--- config.mk ---
export PLATFORM = sky130hd
export DESIGN_NAME = ccdrs_device_flat
export DESIGN_NICKNAME = d
export VERILOG_FILES = /design/src/core/ccdrs_pkg.sv /design/src/core/ccdrs_if.sv /design/src/core/ccdrs_ready_sync.sv /design/src/core/ccdrs_device.sv /design/src/flat_wrapper.sv
export SDC_FILE = /design/constraint.sdc
export NUM_CORES = 1
export LEC_CHECK = 0
export BUFFER_PORTS_ARGS = -buffer_cell sky130_fd_sc_hd__buf_2
export CORE_AREA = 5 5 42 44
export CTS_CLUSTER_DIAMETER = 40
export DETAILED_ROUTE_END_ITERATION = 8
export DIE_AREA = 0 0 47 49
export GPL_TIMING_DRIVEN = 0
export PLACE_DENSITY = 0.64
export SYNTH_ARGS = -nofsm -noshare
export SYNTH_HDL_FRONTEND = slang
export SYNTH_SLANG_ARGS = --single-unit
--- constraint.sdc ---
create_clock -name ref_clk -period 3 [get_ports ref_clk]
set_clock_uncertainty 0.05 [all_clocks]
set_input_delay 0.6 -clock ref_clk [delete_from_list [all_inputs] [get_ports ref_clk]]
set_output_delay 0.6 -clock ref_clk [all_outputs]
set_load 0.005 [all_outputs]
--- src/core/ccdrs_pkg.sv ---
// Shared constants for the processor clock divider and ready synchroniser
package ccdrs_pkg;

  // ==========================================================
  // Timing
  // ==========================================================
  localparam int REF_CLK_HZ        = 25_000_000;
  localparam int OSC_HALF_CYCLES   = 1;  // Modelled crystal: half period in ref_clk cycles
  localparam int EFI_HALF_CYCLES   = 2;  // Host frequency source: half period in ref_clk cycles
  localparam int CLOCK_SYNC_IN_EFI_PERIODS = 2;  // Least sync pulse, in source periods

  // ==========================================================
  // Divide-by-three phases
  // ==========================================================
  typedef enum logic [1:0] {
    PH_LOW0 = 2'h0,
    PH_LOW1 = 2'h1,
    PH_HIGH = 2'h2
  } ccdrs_phase_t;

  localparam ccdrs_phase_t PHASE_RESET = PH_HIGH;

  // ==========================================================
  // Pin levels and reset values
  // ==========================================================
  localparam logic SEL_CRYSTAL   = 1'h0;
  localparam logic SEL_EXTERNAL  = 1'h1;
  localparam logic MODE_DOUBLE   = 1'h0;
  localparam logic MODE_SINGLE   = 1'h1;
  localparam logic CPU_RESET_RST = 1'h1;
  localparam logic PCLK_RST      = 1'h0;

endpackage : ccdrs_pkg

--- src/core/ccdrs_if.sv ---
// Pin bundle between the clock generator and the processor-side party
`timescale 1ns/1ps
interface ccdrs_if;
  // Source selection and frequency input
  logic freq_select;
  logic ext_freq_in;
  logic clock_sync_in;
  // Bus ready qualification
  logic addr_enable_1_n;
  logic addr_enable_2_n;
  logic bus_ready_1;
  logic bus_ready_2;
  logic ready_sync_mode_n;
  // Reset request
  logic reset_request_n;
  // Generated outputs
  logic cpu_clk;
  logic periph_clk;
  logic cpu_ready;
  logic cpu_reset;
  logic osc_tap_out;

  modport dev (
    input  freq_select, ext_freq_in, clock_sync_in,
    input  addr_enable_1_n, addr_enable_2_n, bus_ready_1, bus_ready_2,
    input  ready_sync_mode_n, reset_request_n,
    output cpu_clk, periph_clk, cpu_ready, cpu_reset, osc_tap_out
  );

  modport host (
    output freq_select, ext_freq_in, clock_sync_in,
    output addr_enable_1_n, addr_enable_2_n, bus_ready_1, bus_ready_2,
    output ready_sync_mode_n, reset_request_n,
    input  cpu_clk, periph_clk, cpu_ready, cpu_reset, osc_tap_out
  );
endinterface : ccdrs_if

--- src/core/ccdrs_ready_sync.sv ---
// Ready synchroniser with one or two stages keyed to processor clock edges
`timescale 1ns/1ps
module ccdrs_ready_sync (
  // Clock and reset
  input  wire logic ref_clk,
  input  wire logic reset,
  // Processor clock edge strobes
  input  wire logic rise_en,
  input  wire logic fall_en,
  // Mode and qualified ready
  input  wire logic mode_n,
  input  wire logic ready_in,
  // Synchronised ready
  output logic      ready_q
);

  // ==========================================================
  // First stage
  // ==========================================================
  logic stage1_q;

  // Taken on the processor clock rise; only the second stage reads it
  always_ff @(posedge ref_clk or posedge reset)
  begin
    if (reset)
      stage1_q <= 1'h0;
    else if (rise_en)
      stage1_q <= ready_in;
  end

  // ==========================================================
  // Output stage
  // ==========================================================
  // Output changes on the falling edge, so the processor sees it held
  // across its whole sampling window
  always_ff @(posedge ref_clk or posedge reset)
  begin
    if (reset)
      ready_q <= 1'h0;
    else if (fall_en)
    begin
      if (mode_n == ccdrs_pkg::MODE_DOUBLE)
        ready_q <= stage1_q;
      else
        ready_q <= ready_in;
    end
  end

endmodule : ccdrs_ready_sync

--- src/core/ccdrs_device.sv ---
// Processor clock generator: divide by three, peripheral clock, ready and reset
//
// Contract
// - Processor clock is source over three, 33%
// - Sync high: counter held, clock forced high
// - Host aligns frequency input to sync
// - Host keeps sync low on crystal
// - Peripheral clock: half rate, 50% duty
// - Each ready gated by its enable
// - Single master drives only one enable
// - Bus device raises ready on completion
// - Ready output synced, in phase, hold kept
// - Two source periods low, one high
// - Reset request synced and inverted
// - Select low crystal, high external input
// - Mode low two stages, high one
`timescale 1ns/1ps
module ccdrs_device #(
  parameter int OSC_HALF = ccdrs_pkg::OSC_HALF_CYCLES
) (
  // Pins towards the processor system
  ccdrs_if.dev      link,
  // Clock and reset
  input  wire logic ref_clk,
  input  wire logic reset,
  // Observation strobes
  output logic      cpu_rise,
  output logic      cpu_fall,
  output logic      src_tick
);

  localparam int OSC_W = (OSC_HALF > 1) ? $clog2(OSC_HALF) : 1;

  // ==========================================================
  // Modelled crystal oscillator
  // ==========================================================
  logic [OSC_W-1:0] osc_cnt_q;
  logic             osc_phase_q;
  logic             osc_wrap;
  logic             osc_tick;

  assign osc_wrap = (osc_cnt_q == OSC_W'(OSC_HALF - 1));
  assign osc_tick = osc_wrap & ~osc_phase_q;

  // Half-period counter; the crystal runs regardless of the selector
  always_ff @(posedge ref_clk or posedge reset)
  begin
    if (reset)
      osc_cnt_q <= '0;
    else if (osc_wrap)
      osc_cnt_q <= '0;
    else
      osc_cnt_q <= osc_cnt_q + OSC_W'(1);
  end

  // Square wave shown on the tap output
  always_ff @(posedge ref_clk or posedge reset)
  begin
    if (reset)
      osc_phase_q <= 1'h0;
    else if (osc_wrap)
      osc_phase_q <= ~osc_phase_q;
  end

  assign link.osc_tap_out = osc_phase_q;

  // ==========================================================
  // External frequency input edge
  // ==========================================================
  logic efi_prev_q;
  logic efi_tick;

  // Pin is taken as synchronous, so one register finds the rising edge
  always_ff @(posedge ref_clk or posedge reset)
  begin
    if (reset)
      efi_prev_q <= 1'h0;
    else
      efi_prev_q <= link.ext_freq_in;
  end

  assign efi_tick = link.ext_freq_in & ~efi_prev_q;

  // ==========================================================
  // Source selection
  // ==========================================================
  // Both sources are enables of ref_clk, so switching cannot glitch
  always_comb
  begin
    if (link.freq_select == ccdrs_pkg::SEL_EXTERNAL)
      src_tick = efi_tick;
    else
      src_tick = osc_tick;
  end

  // ==========================================================
  // Divide-by-three counter
  // ==========================================================
  ccdrs_pkg::ccdrs_phase_t phase_q;
  ccdrs_pkg::ccdrs_phase_t phase_d;

  // Low, low, high: one third high per processor cycle
  always_comb
  begin
    phase_d = phase_q;
    if (link.clock_sync_in)
      phase_d = ccdrs_pkg::PH_HIGH;
    else if (src_tick)
    begin
      case (phase_q)
        ccdrs_pkg::PH_HIGH: phase_d = ccdrs_pkg::PH_LOW0;
        ccdrs_pkg::PH_LOW0: phase_d = ccdrs_pkg::PH_LOW1;
        ccdrs_pkg::PH_LOW1: phase_d = ccdrs_pkg::PH_HIGH;
        default:            phase_d = ccdrs_pkg::PH_LOW0;
      endcase
    end
  end

  // Holding the high phase during sync makes the release start a low phase
  always_ff @(posedge ref_clk or posedge reset)
  begin
    if (reset)
      phase_q <= ccdrs_pkg::PHASE_RESET;
    else
      phase_q <= phase_d;
  end

  // ==========================================================
  // Processor clock and edge strobes
  // ==========================================================
  logic cpu_clk_q;

  always_ff @(posedge ref_clk or posedge reset)
  begin
    if (reset)
      cpu_clk_q <= 1'h1;
    else
      cpu_clk_q <= (phase_d == ccdrs_pkg::PH_HIGH);
  end

  assign link.cpu_clk = cpu_clk_q;

  // Strobes mark the cycle at whose end the clock output changes
  assign cpu_rise = ~cpu_clk_q & (phase_d == ccdrs_pkg::PH_HIGH);
  assign cpu_fall = cpu_clk_q & (phase_d != ccdrs_pkg::PH_HIGH);

  // ==========================================================
  // Peripheral clock
  // ==========================================================
  logic pclk_q;

  // One toggle per processor cycle halves the rate at even duty
  always_ff @(posedge ref_clk or posedge reset)
  begin
    if (reset)
      pclk_q <= ccdrs_pkg::PCLK_RST;
    else if (cpu_fall)
      pclk_q <= ~pclk_q;
  end

  assign link.periph_clk = pclk_q;

  // ==========================================================
  // Ready qualification
  // ==========================================================
  logic ready_gated_1;
  logic ready_gated_2;
  logic ready_qual;

  assign ready_gated_1 = link.bus_ready_1 & ~link.addr_enable_1_n;
  assign ready_gated_2 = link.bus_ready_2 & ~link.addr_enable_2_n;
  assign ready_qual    = ready_gated_1 | ready_gated_2;

  // ==========================================================
  // Ready synchroniser
  // ==========================================================
  logic ready_sync;

  // Falling-edge output gives the processor its hold time
  ccdrs_ready_sync u_ready_sync (
    .ref_clk  (ref_clk),
    .reset    (reset),
    .rise_en  (cpu_rise),
    .fall_en  (cpu_fall),
    .mode_n   (link.ready_sync_mode_n),
    .ready_in (ready_qual),
    .ready_q  (ready_sync)
  );

  assign link.cpu_ready = ready_sync;

  // ==========================================================
  // Reset synchroniser
  // ==========================================================
  logic rst_s1_q;
  logic cpu_reset_q;

  // First stage is read only by the second; both step on the falling edge
  always_ff @(posedge ref_clk or posedge reset)
  begin
    if (reset)
      rst_s1_q <= 1'h0;
    else if (cpu_fall)
      rst_s1_q <= link.reset_request_n;
  end

  // Output has the opposite sense of the request pin
  always_ff @(posedge ref_clk or posedge reset)
  begin
    if (reset)
      cpu_reset_q <= ccdrs_pkg::CPU_RESET_RST;
    else if (cpu_fall)
      cpu_reset_q <= ~rst_s1_q;
  end

  assign link.cpu_reset = cpu_reset_q;

endmodule : ccdrs_device

--- src/flat_wrapper.sv ---
// flat-port wrapper written by rule: the top's interface ports become plain ports
module ccdrs_device_flat 
#(
  parameter int OSC_HALF = ccdrs_pkg::OSC_HALF_CYCLES
)
  (ref_clk, reset, cpu_rise, cpu_fall, src_tick, link_freq_select, link_ext_freq_in, link_clock_sync_in, link_addr_enable_1_n, link_addr_enable_2_n, link_bus_ready_1, link_bus_ready_2, link_ready_sync_mode_n, link_reset_request_n, link_cpu_clk, link_periph_clk, link_cpu_ready, link_cpu_reset, link_osc_tap_out);
  ccdrs_if link_i ();
  input  wire logic ref_clk;
  input  wire logic reset;
  output logic cpu_rise;
  output logic cpu_fall;
  output logic src_tick;
  input wire logic [$bits(link_i.freq_select)-1:0] link_freq_select;
  input wire logic [$bits(link_i.ext_freq_in)-1:0] link_ext_freq_in;
  input wire logic [$bits(link_i.clock_sync_in)-1:0] link_clock_sync_in;
  input wire logic [$bits(link_i.addr_enable_1_n)-1:0] link_addr_enable_1_n;
  input wire logic [$bits(link_i.addr_enable_2_n)-1:0] link_addr_enable_2_n;
  input wire logic [$bits(link_i.bus_ready_1)-1:0] link_bus_ready_1;
  input wire logic [$bits(link_i.bus_ready_2)-1:0] link_bus_ready_2;
  input wire logic [$bits(link_i.ready_sync_mode_n)-1:0] link_ready_sync_mode_n;
  input wire logic [$bits(link_i.reset_request_n)-1:0] link_reset_request_n;
  output wire logic [$bits(link_i.cpu_clk)-1:0] link_cpu_clk;
  output wire logic [$bits(link_i.periph_clk)-1:0] link_periph_clk;
  output wire logic [$bits(link_i.cpu_ready)-1:0] link_cpu_ready;
  output wire logic [$bits(link_i.cpu_reset)-1:0] link_cpu_reset;
  output wire logic [$bits(link_i.osc_tap_out)-1:0] link_osc_tap_out;
  assign link_i.freq_select = link_freq_select;
  assign link_i.ext_freq_in = link_ext_freq_in;
  assign link_i.clock_sync_in = link_clock_sync_in;
  assign link_i.addr_enable_1_n = link_addr_enable_1_n;
  assign link_i.addr_enable_2_n = link_addr_enable_2_n;
  assign link_i.bus_ready_1 = link_bus_ready_1;
  assign link_i.bus_ready_2 = link_bus_ready_2;
  assign link_i.ready_sync_mode_n = link_ready_sync_mode_n;
  assign link_i.reset_request_n = link_reset_request_n;
  assign link_cpu_clk = link_i.cpu_clk;
  assign link_periph_clk = link_i.periph_clk;
  assign link_cpu_ready = link_i.cpu_ready;
  assign link_cpu_reset = link_i.cpu_reset;
  assign link_osc_tap_out = link_i.osc_tap_out;
  ccdrs_device #(.OSC_HALF(OSC_HALF)) u_core (.link(link_i), .ref_clk(ref_clk), .reset(reset), .cpu_rise(cpu_rise), .cpu_fall(cpu_fall), .src_tick(src_tick));
endmodule
# Yosys cells after proc, flatten, opt, wreduce, memory -nomap -nowiden
# Cells that the tools add are included.
[totals]
reg_bits = 11
inputBits = 11
output_inout_bits = 8
[classes]
add_sub_neg = 1
n_eq_ne = 3
n_mux = 6
bitwise = 15
n_reduce_logical = 1
[ops]
columns = ["cell", "count"]
rows = [
  ["1-bit inverter", 8],
  ["1-bit AND", 6],
  ["2-bit 2-to-1 mux", 2],
  ["2-bit case mux with 2 select lines", 1],
  ["1-bit 2-to-1 mux", 3],
  ["2-bit by 1-bit equality test with 1-bit output, second input constant", 1],
  ["2-bit equality test, second input constant", 1],
  ["2-bit logical NOT", 1],
  ["2-bit != test, second input constant", 1],
  ["1-bit adder, second input constant", 1],
  ["1-bit OR", 1],
]

# Longest topological paths before layout
# Gate-level depths: netlist (run 1).
[depth]
ltp_word = 7
mapped_depth = 4
ltp_nobuf = 4

# Modules after synthesis
# Synthesis (run 1) repeated with hierarchy kept, for this count alone.
[unflattened]
hier_cells = 40
area_unflattened_um2 = 451.7
[by_module_without_submodules]
columns = ["module", "instances", "cells_each", "area_each_um2", "seq_area_each_um2"]
rows = [
  ["ccdrs_device", 1, 33, 364.1, 203.9],
  ["ccdrs_ready_sync", 1, 7, 87.6, 50.0],
]

# Worst setup path before layout (run 1)
# Ideal clock, no wire load.
[synth_timing]
path_type = "input to output"
startpoint = "input link_freq_select"
endpoint = "output cpu_fall"
arrival_ps = 1391
required_time_ps = 2350
path_slack_ps = 959
stages = 4
path_buffers = 0
cell_sequence = "and3b_4 > o41a_1 > nand3_2 > inv_1"
[synth_between]
elab_chain_len = 5
[synth_lines]
columns = ["item", "line_no", "rtl"]
rows = [
  ["from (decl)", "flat_wrapper.sv:13", "input wire logic [$bits(link_i.freq_select)-1:0] link_freq_select;"],
  ["1-bit 2-to-1 mux", "ccdrs_device.sv:90", "if (link.freq_select == ccdrs_pkg::SEL_EXTERNAL)"],
  ["2-bit 2-to-1 mux", "ccdrs_device.sv:108", "else if (src_tick)"],
  ["2-bit 2-to-1 mux", "ccdrs_device.sv:106", "if (link.clock_sync_in)"],
  ["2-bit != test", "ccdrs_device.sv:145", "assign cpu_fall = cpu_clk_q & (phase_d != ccdrs_pkg::PH_HIGH);"],
  ["1-bit AND", "ccdrs_device.sv:145", ""],
  ["to (decl)", "flat_wrapper.sv:11", "output logic cpu_fall;"],
]
# Every way passes these cells.

# Final worst setup path (run 1)
# Ends and elaborated chain as after synthesis.

==> metrics.txt, run 1 <==
Worst-Margin Slew 370 ps; synth top area cells dfrtp_1, dfstp_2, mux2_1; placed wire-length estimate 671 um; share of the synthesized area in the top cell type 39.1%; largest net degree at the start of global routing 11; IO buf count 18; Peak Freq 0.437 GHz; Final #Nets 71; GRT Max-Usage Layer met2; area used by multi-input combinational logic 164 um^2; row cnt 14; layout cells sized above 1 50.8%; Synth top cells by count inv_1, dfrtp_1, dfstp_2, mux2_1, nor2_1; # H-tree levels 1; crit share post-route 76.3%; Post-synth EDFFs 0; CP delay by family, top compound AO/OA/AOI/OAI gates; CTS tree built; Synth warnings 0; dominant cell type by area after synthesis dfrtp_1; status finished, final reports clean; maximum vdd drop 0.237 mV; most common cell in the netlist inv_1; Critical-path top delay cell o41a_1; setup TNS 0 ps; Synth Instances 37; Critical Path, Cell by Cell buf_2, and3b_4, o41a_1, nand3_2, inv_1, buf_2; unrepaired setup endpoints after global routing false; r2r startpoint u_core.phase_q[1]; CP most frequent cell buf_2; Inserted Clock Buffers 3; Die Wd 47 um; CP arrival 1640 ps; Worst EP required 2350 ps; DRC violations left 0; crit start category input pin; Hold Vio Cnt, Final 0; Pleak 0.000316 uW; ANT nets after route 0; Starting Density 32.0%; post-synth net total 48; met2 GRT Util 12.4%; # IOs 19; Power Dens Cells 598 nW/um^2; fillers 149; crit-path max FO 5; Die Y 49 um; total die area 2300 um^2; GRT overflow 0; max-slew violations 0; flop2flop setup slack 1270 ps; synthesized area 448 um^2; MaxCap Viol Count 0; CTS clk-pin slew, worst paths 60 ps; met1 Usage GRT 9.09%; kind of critical path input pin to output pin; GRT Total Usage 8.68%; Routability Congestion 0.611; CTS sink count 10; CP endpoint kind output pin; #FFs+latches synth 10; Worst Hold Class input pin to asynchronous set/reset pin; clock root buffer master clkbuf_4; Slew HR 75.3%; Post-CTS Resized 0; post-synth cell types 17; Worst Path Buf+Inv 3; syn_area_per_cell 12.1 um^2; Post-Route WL 811 um; area delta synth->final 30.4%; first-pass GRT wire length 1390 um; CORE AREA 1400 um^2; Pwr Total 349 uW; crit path from link_freq_select; vias in the first global route 349; Inserted Diodes 0; met3 Track Usage GR 5.54%; vias after detailed routing 331; Tmin final 2290 ps; initial antenna violation count 0; post-CTS setup buffer count 0; WL/cell 10.8 um; Final Setup Violations 0; Skew-Pair Late Insertion Delay 260 ps; DR pass1 iterations 2; DRC violation total after the first TritonRoute iteration 2; Post-synth top flop dfrtp_1; delay of the slowest critical-path stage 420 ps; vias per inst 4.41; Storage cell area 254 um^2; sequential area share after synthesis 56.7%; CTS hold repair buffers 0; async set or reset register ratio after synthesis 100%; clock buffer depth 2
[cell usage in the layout, fill, tap and decap left out]
cell       n
or2_2      1
dfstp_2    3
dfrtp_1    7
inv_1      8
a21oi_2    1
mux2_2     1
o211ai_1   1
mux2i_1    2
nor2_1     3
nand3_2    1
mux2_1     3
and3b_4    1
xnor2_1    1
o22ai_1    1
nand2_1    1
o211ai_2   1
clkbuf_4   3
clkbuf_1   1
buf_2     18
o41a_1     1
[power by group]
group / total [uW] / switching, uW / internal, uW
Clock: 93.6 / 42.3 / 51.2
Combinational: 72.3 / 30.8 / 41.5
Sequential: 183 / 14.6 / 169
[cell families after synthesis]
family | Yosys count | share of synthesized area [%]
buffers and inverters | 8 | 6.70
AO/OA/AOI/OAI | 5 | 10.3
AND/OR/NAND/NOR | 7 | 9.78
multiplexers | 6 | 14.5
XOR/XNOR | 1 | 1.96
flip-flops | 10 | 56.7
[stage by stage]
| step | instance area [um^2] | instances | utilization (%) | hold WS, ps | setup WS (ps) |
|---|---|---|---|---|---|
| 6_report | 584 | 75 | 41.7 | 252 | 711 |
| 5_1_grt | 584 | 75 | 41.7 | 263 | 622 |
| 4_1_cts | 584 | 75 | 41.7 | 257 | 695 |
| 3_5_place_dp | 558 | 71 | 39.8 | 367 | 698 |
| 3_3_place_gp | 558 | 71 | 39.8 | 344 | 699 |
| 2_1_floorplan | 448 | 37 | - | 334 | 959 |
[flip-flops by register name, indices dropped and copies added, names as in the netlist]
name,count
u_core.link.osc_tap_out,1
u_core.rst_s1_q,1
u_core.link.cpu_clk,1
u_core.link.periph_clk,1
u_core.u_ready_sync.ready_q,1
u_core.phase_q,2
u_core.link.cpu_reset,1
u_core.u_ready_sync.stage1_q,1
u_core.efi_prev_q,1
[cell type report]
| type | count | share of cell area [%] |
|---|---|---|
| sequential | 10 | 43.5 |
| multi-input combinational | 19 | 28.1 |
| timing repair buffer | 18 | 15.4 |
| inverter | 8 | 5.14 |
| clock buffer | 4 | 4.50 |
| tap | 16 | 3.43 |
[metal layers]
| metal | part of all wire (%) | vias up | wire, um |
|---|---|---|---|
| met2 | 46 | 11 | 376 |
| met1 | 42 | 151 | 341 |
| met3 | 10 | 2 | 84 |
| li1 | - | 167 | - |
| met4 | 0.99 | 0 | 8 |
| met5 | 0 | - | 0 |
[path summary, 6_finish.rpt]
| check | endpoint | cells past startpoint |
|---|---|---|
| max | cpu_fall | 6 |
| min | u_core.phase_q[0] | 2 |
| max reg2reg | u_core.u_ready_sync.stage1_q | 4 |
| min reg2reg | u_core.link.cpu_reset | 1 |
| max in group asynchronous | u_core.link.cpu_reset | 2 |
| min in group ref_clk | u_core.link.cpu_reset | 1 |
Power figures use the tool's default switching activity.
==> run 2, diff against run 1 <==
Settings changed: PLACE_DENSITY 0.64 to 0.66.
Clock period 3 ns to 1.9 ns, I/O delays scaled along.
==> metrics.txt, run 2 (same netlist as run 1, synthesis figures left out) <==
status finished, violations left; violated checks setup timing; crit path from u_core.phase_q[1]; CTS tree built; commonest non-fill, non-tap cells in the layout buf_2, dfrtp_1, inv_1; Worst Hold Class input pin to asynchronous set/reset pin; Placed Area 558 um^2; setup ws final -125 ps; largest net degree at the start of global routing 11; first-pass GRT wire length 1390 um; Reg with most FFs u_core.phase_q; Die Wd 47 um; most common cell after layout, fill and taps aside buf_2; Tmin final 2030 ps; Slew HR 75.1%; CORE AREA 1400 um^2; Peak Freq 0.494 GHz; WL/cell 12.0 um; # IOs 19; design area 632 um^2; vias per inst 4.50; r2r startpoint u_core.phase_q[1]; DRC violation total after the first TritonRoute iteration 8; Final Setup Violations 2; Hold Vio Cnt, Final 0; placed wire-length estimate 711 um; crit start category flip-flop; crit share post-route 107%; crit-path max FO 3; CTS sink count 10; CP endpoint kind output pin; maximum vdd drop 0.610 mV; CTS hold repair buffers 0; CTS clk-pin slew, worst paths 70 ps; kind of critical path flip-flop to output pin; Starting Density 32.0%; GRT Total Usage 8.35%; Worst-Margin Slew 373 ps; clock root buffer master clkbuf_4; vias in the first global route 351; area delta synth->final 41.1%; Die Y 49 um; vias after detailed routing 351; placed insts 71; max-slew violations 0; Worst R2R End u_core.u_ready_sync.stage1_q; crit path capture cpu_rise; Inserted Clock Buffers 3; CP arrival 1600 ps; fillers 150; clock buffer depth 2; DR pass1 iterations 4; max reg flops 2; final hold slack 28.3 ps; unrepaired setup endpoints after global routing true; IO buf count 18; Skew-Pair Late Insertion Delay 260 ps; R2R depth 6; Worst EP required 1470 ps; row cnt 14; initial antenna violation count 0; total die area 2300 um^2; Post-Route WL 933 um; Final #Nets 74; Inserted Diodes 0; MaxCap Viol Count 0; flop2flop setup slack 40 ps; ANT nets after route 0; # H-tree levels 1; layout cells sized above 1 59.7%; DRC violations left 0; Layout Cells excl Fill 78; GRT overflow 0; Routability Congestion 0.628; Pleak 0.000339 uW; Power Dens Cells 971 nW/um^2
## run 2: cell types whose count changed in the layout (fill, tap and decap cells not counted)
cell	change
buf_4	+2
buf_6	+1
clkbuf_1	-1
clkbuf_8	+1
inv_1	-2
inv_2	+2
mux2_1	-1
mux2_4	+1
nand3_2	-1
nand3_4	+1
## run 2: worst min-delay path by stage
stage,end,slack (ps)
after global placement,u_core.link.periph_clk,320
after global routing,u_core.link.periph_clk,50
final,u_core.link.periph_clk,30
after detailed placement,u_core.link.osc_tap_out,320
after CTS,u_core.link.periph_clk,30
after floorplan,u_core.efi_prev_q,170
## run 2: metrics by stage
stage | TNS [ps] | total power (uW) | utilization, % | setup slack (ps)
6_report | -219 | 614 | 45.1 | -125
5_1_grt | -399 | 655 | 45.1 | -204
4_1_cts | -243 | 616 | 44.0 | -130
3_5_place_dp | 0 | 417 | 39.8 | 28.4
3_3_place_gp | 0 | 407 | 39.8 | 43.9
2_1_floorplan | 0 | 355 | - | 203
## run 2: per-layer routing
| layer | routed length, um | global-route usage (%) | part of all wire, % |
|---|---|---|---|
| met5 | 0 | 0 | 0 |
| met4 | 9 | 1.38 | 0.96 |
| met3 | 120 | 5.54 | 13 |
| met2 | 429 | 13.6 | 46 |
| met1 | 373 | 8.92 | 40 |
## run 2: area by class of cell
class | instances | area (um^2) | share of cell area [%]
tap | 16 | 20.0 | 3.17
sequential | 10 | 254 | 40.2
clock buffer | 4 | 36.3 | 5.74
inverter | 8 | 30.0 | 4.75
multi-input combinational | 19 | 175 | 27.7
timing repair buffer | 21 | 116 | 18.4
## run 2: critical path: stages (launching register included)
cell and delay [ps]:
dfstp_2 540, inv_2 40, o41a_1 440, a21oi_2 180, buf_2 130
## run 2: where the power goes
group / internal [uW] / switching [uW] / leakage, uW
logic: 78.1 / 55.4 / 0.000204
registers: 267 / 27.4 / 0.000114
clock network: 116 / 69.9 / 0.0000210
total: 461 / 153 / 0.000339
## run 2: timing repair
item                       4_1_cts  5_1_grt
pin swaps                        3        1
setup endpoints to repair        2        2
resized for setup                3        2
buffers inserted                 2        1
==> run 3, diff against run 2 <==
Settings changed: PLACE_DENSITY 0.66 to default, PLACE_DENSITY_LB_ADDON from default to 0.3, SKIP_CTS_REPAIR_TIMING from default to 1.
==> metrics.txt, run 3 (same netlist as run 1, synthesis figures left out) <==
status finished, violations left; violated checks setup timing; vias after detailed routing 325; Levels on crit path 4; GRT overflow 0; crit start category flip-flop; clock buffer depth 2; maximum vdd drop 0.482 mV; CTS tree built; vias per inst 4.11; GRT Total Usage 8.47%; Final Setup Violations 2; largest net degree at the start of global routing 11; Comb pwr share 22.3%; DRC violations left 0; Pwr Total 569 uW; Routability Congestion 0.645; Die Y 49 um; DP Worst Slack 33.6 ps; clock root buffer master clkbuf_4; MaxCap Viol Count 0; row cnt 14; Tmin final 2000 ps; Critical-path top delay cell dfstp_2; Critical Path, Cell by Cell inv_2, o41a_1, a21oi_2, buf_2; Hold Vio Cnt, Final 0; Worst EP required 1470 ps; unrepaired setup endpoints after global routing true; vias in the first global route 345; crit share post-route 105%; DRC violation total after the first TritonRoute iteration 2; CP endpoint kind output pin; fin util 44.4%; Pleak 0.000332 uW; delay of the slowest critical-path stage 530 ps; total die area 2300 um^2; Reg with most FFs u_core.phase_q; # H-tree levels 1; # IOs 19; Starting Density 32.0%; Post-Route WL 838 um; Peak Freq 0.500 GHz; Inserted Clock Buffers 3; crit-path max FO 3; Psw 148 uW; setup ws final -101 ps; max-slew violations 0; Worst Hold Class input pin to asynchronous set/reset pin; CP arrival 1570 ps; area delta synth->final 38.8%; Worst-Margin Slew 370 ps; Reg power frac 51.0%; CP delay by family, top compound AO/OA/AOI/OAI gates; first-pass GRT wire length 1410 um; Skew-Pair Late Insertion Delay 260 ps; IO buf count 18; Inserted Diodes 0; kind of critical path flip-flop to output pin; most common cell after layout, fill and taps aside buf_2; initial antenna violation count 0; Power Dens Cells 915 nW/um^2; CTS sink count 10; Power Internal 421 uW; max reg flops 2; ANT nets after route 0; Final #Nets 75; WL/cell 10.6 um; setup TNS -153 ps; CTS clk-pin slew, worst paths 70 ps; Sw Ratio 26.0%; layout cells sized above 1 57.1%; Slew HR 75.3%; placed wire-length estimate 650 um; CORE AREA 1400 um^2; DR pass1 iterations 2; Worst Path Buf+Inv 2; clock share of power 26.8%; R2R depth 5; commonest non-fill, non-tap cells in the layout buf_2, dfrtp_1, inv_1, buf_4; final hold slack 24.6 ps; Die Wd 47 um
## run 3: changes by cell type in the layout (fill, tap and decap cells not counted)
cell	before	now
mux2_4	1	0
buf_4	2	4
clkbuf_8	1	0
clkbuf_1	0	1
mux2_1	2	3
buf_6	1	0
## run 3: layout make-up
| class | count | area (um^2) |
|---|---|---|
| clock buffer | 4 | 26.3 |
| fill | 147 | 779 |
| inverter | 8 | 30.0 |
| multi-input combinational | 19 | 171 |
| sequential | 10 | 254 |
| tap | 16 | 20.0 |
| timing repair buffer | 22 | 120 |
## run 3: metrics by stage
stage | instances | area, um^2
finish | 79 | 622
global route | 79 | 622
CTS | 75 | 584
detailed placement | 71 | 558
global placement | 71 | 558
floorplan | 37 | 448
## run 3: worst reg2reg max path: stages (launching register included)
cell	delay, ps
dfstp_2	530
inv_2	40
o41a_1	440
a21oi_2	170
buf_4	120
mux2_1	300
## run 3: power groups by stage
stage	Clock (uW)	Sequential [uW]	Combinational (uW)
2_1_floorplan	0	296	59.1
5_1_grt	172	298	144
3_5_place_dp	0	293	118
3_3_place_gp	0	294	114
6_report	152	290	127
4_1_cts	158	289	119
## run 3: worst paths after layout
check	start	endpoint	slack, ps
max in group asynchronous	reset	u_core.link.cpu_clk	1460
min	reset	u_core.efi_prev_q	20
max	u_core.phase_q[1]	cpu_rise	-100
min reg2reg	u_core.rst_s1_q	u_core.link.cpu_reset	360
min in group ref_clk	link_ext_freq_in	u_core.efi_prev_q	190
max reg2reg	u_core.phase_q[1]	u_core.u_ready_sync.stage1_q	120
## run 3: metal layers
metal / part of all wire, % / vias to the layer above / GRT usage [%]
met3: 6.7 / 0 / 2.21
met2: 49 / 9 / 9.95
li1: - / 175 / -
met4: 0 / 0 / 5.53
met5: 0 / - / 0
met1: 44 / 141 / 13.0
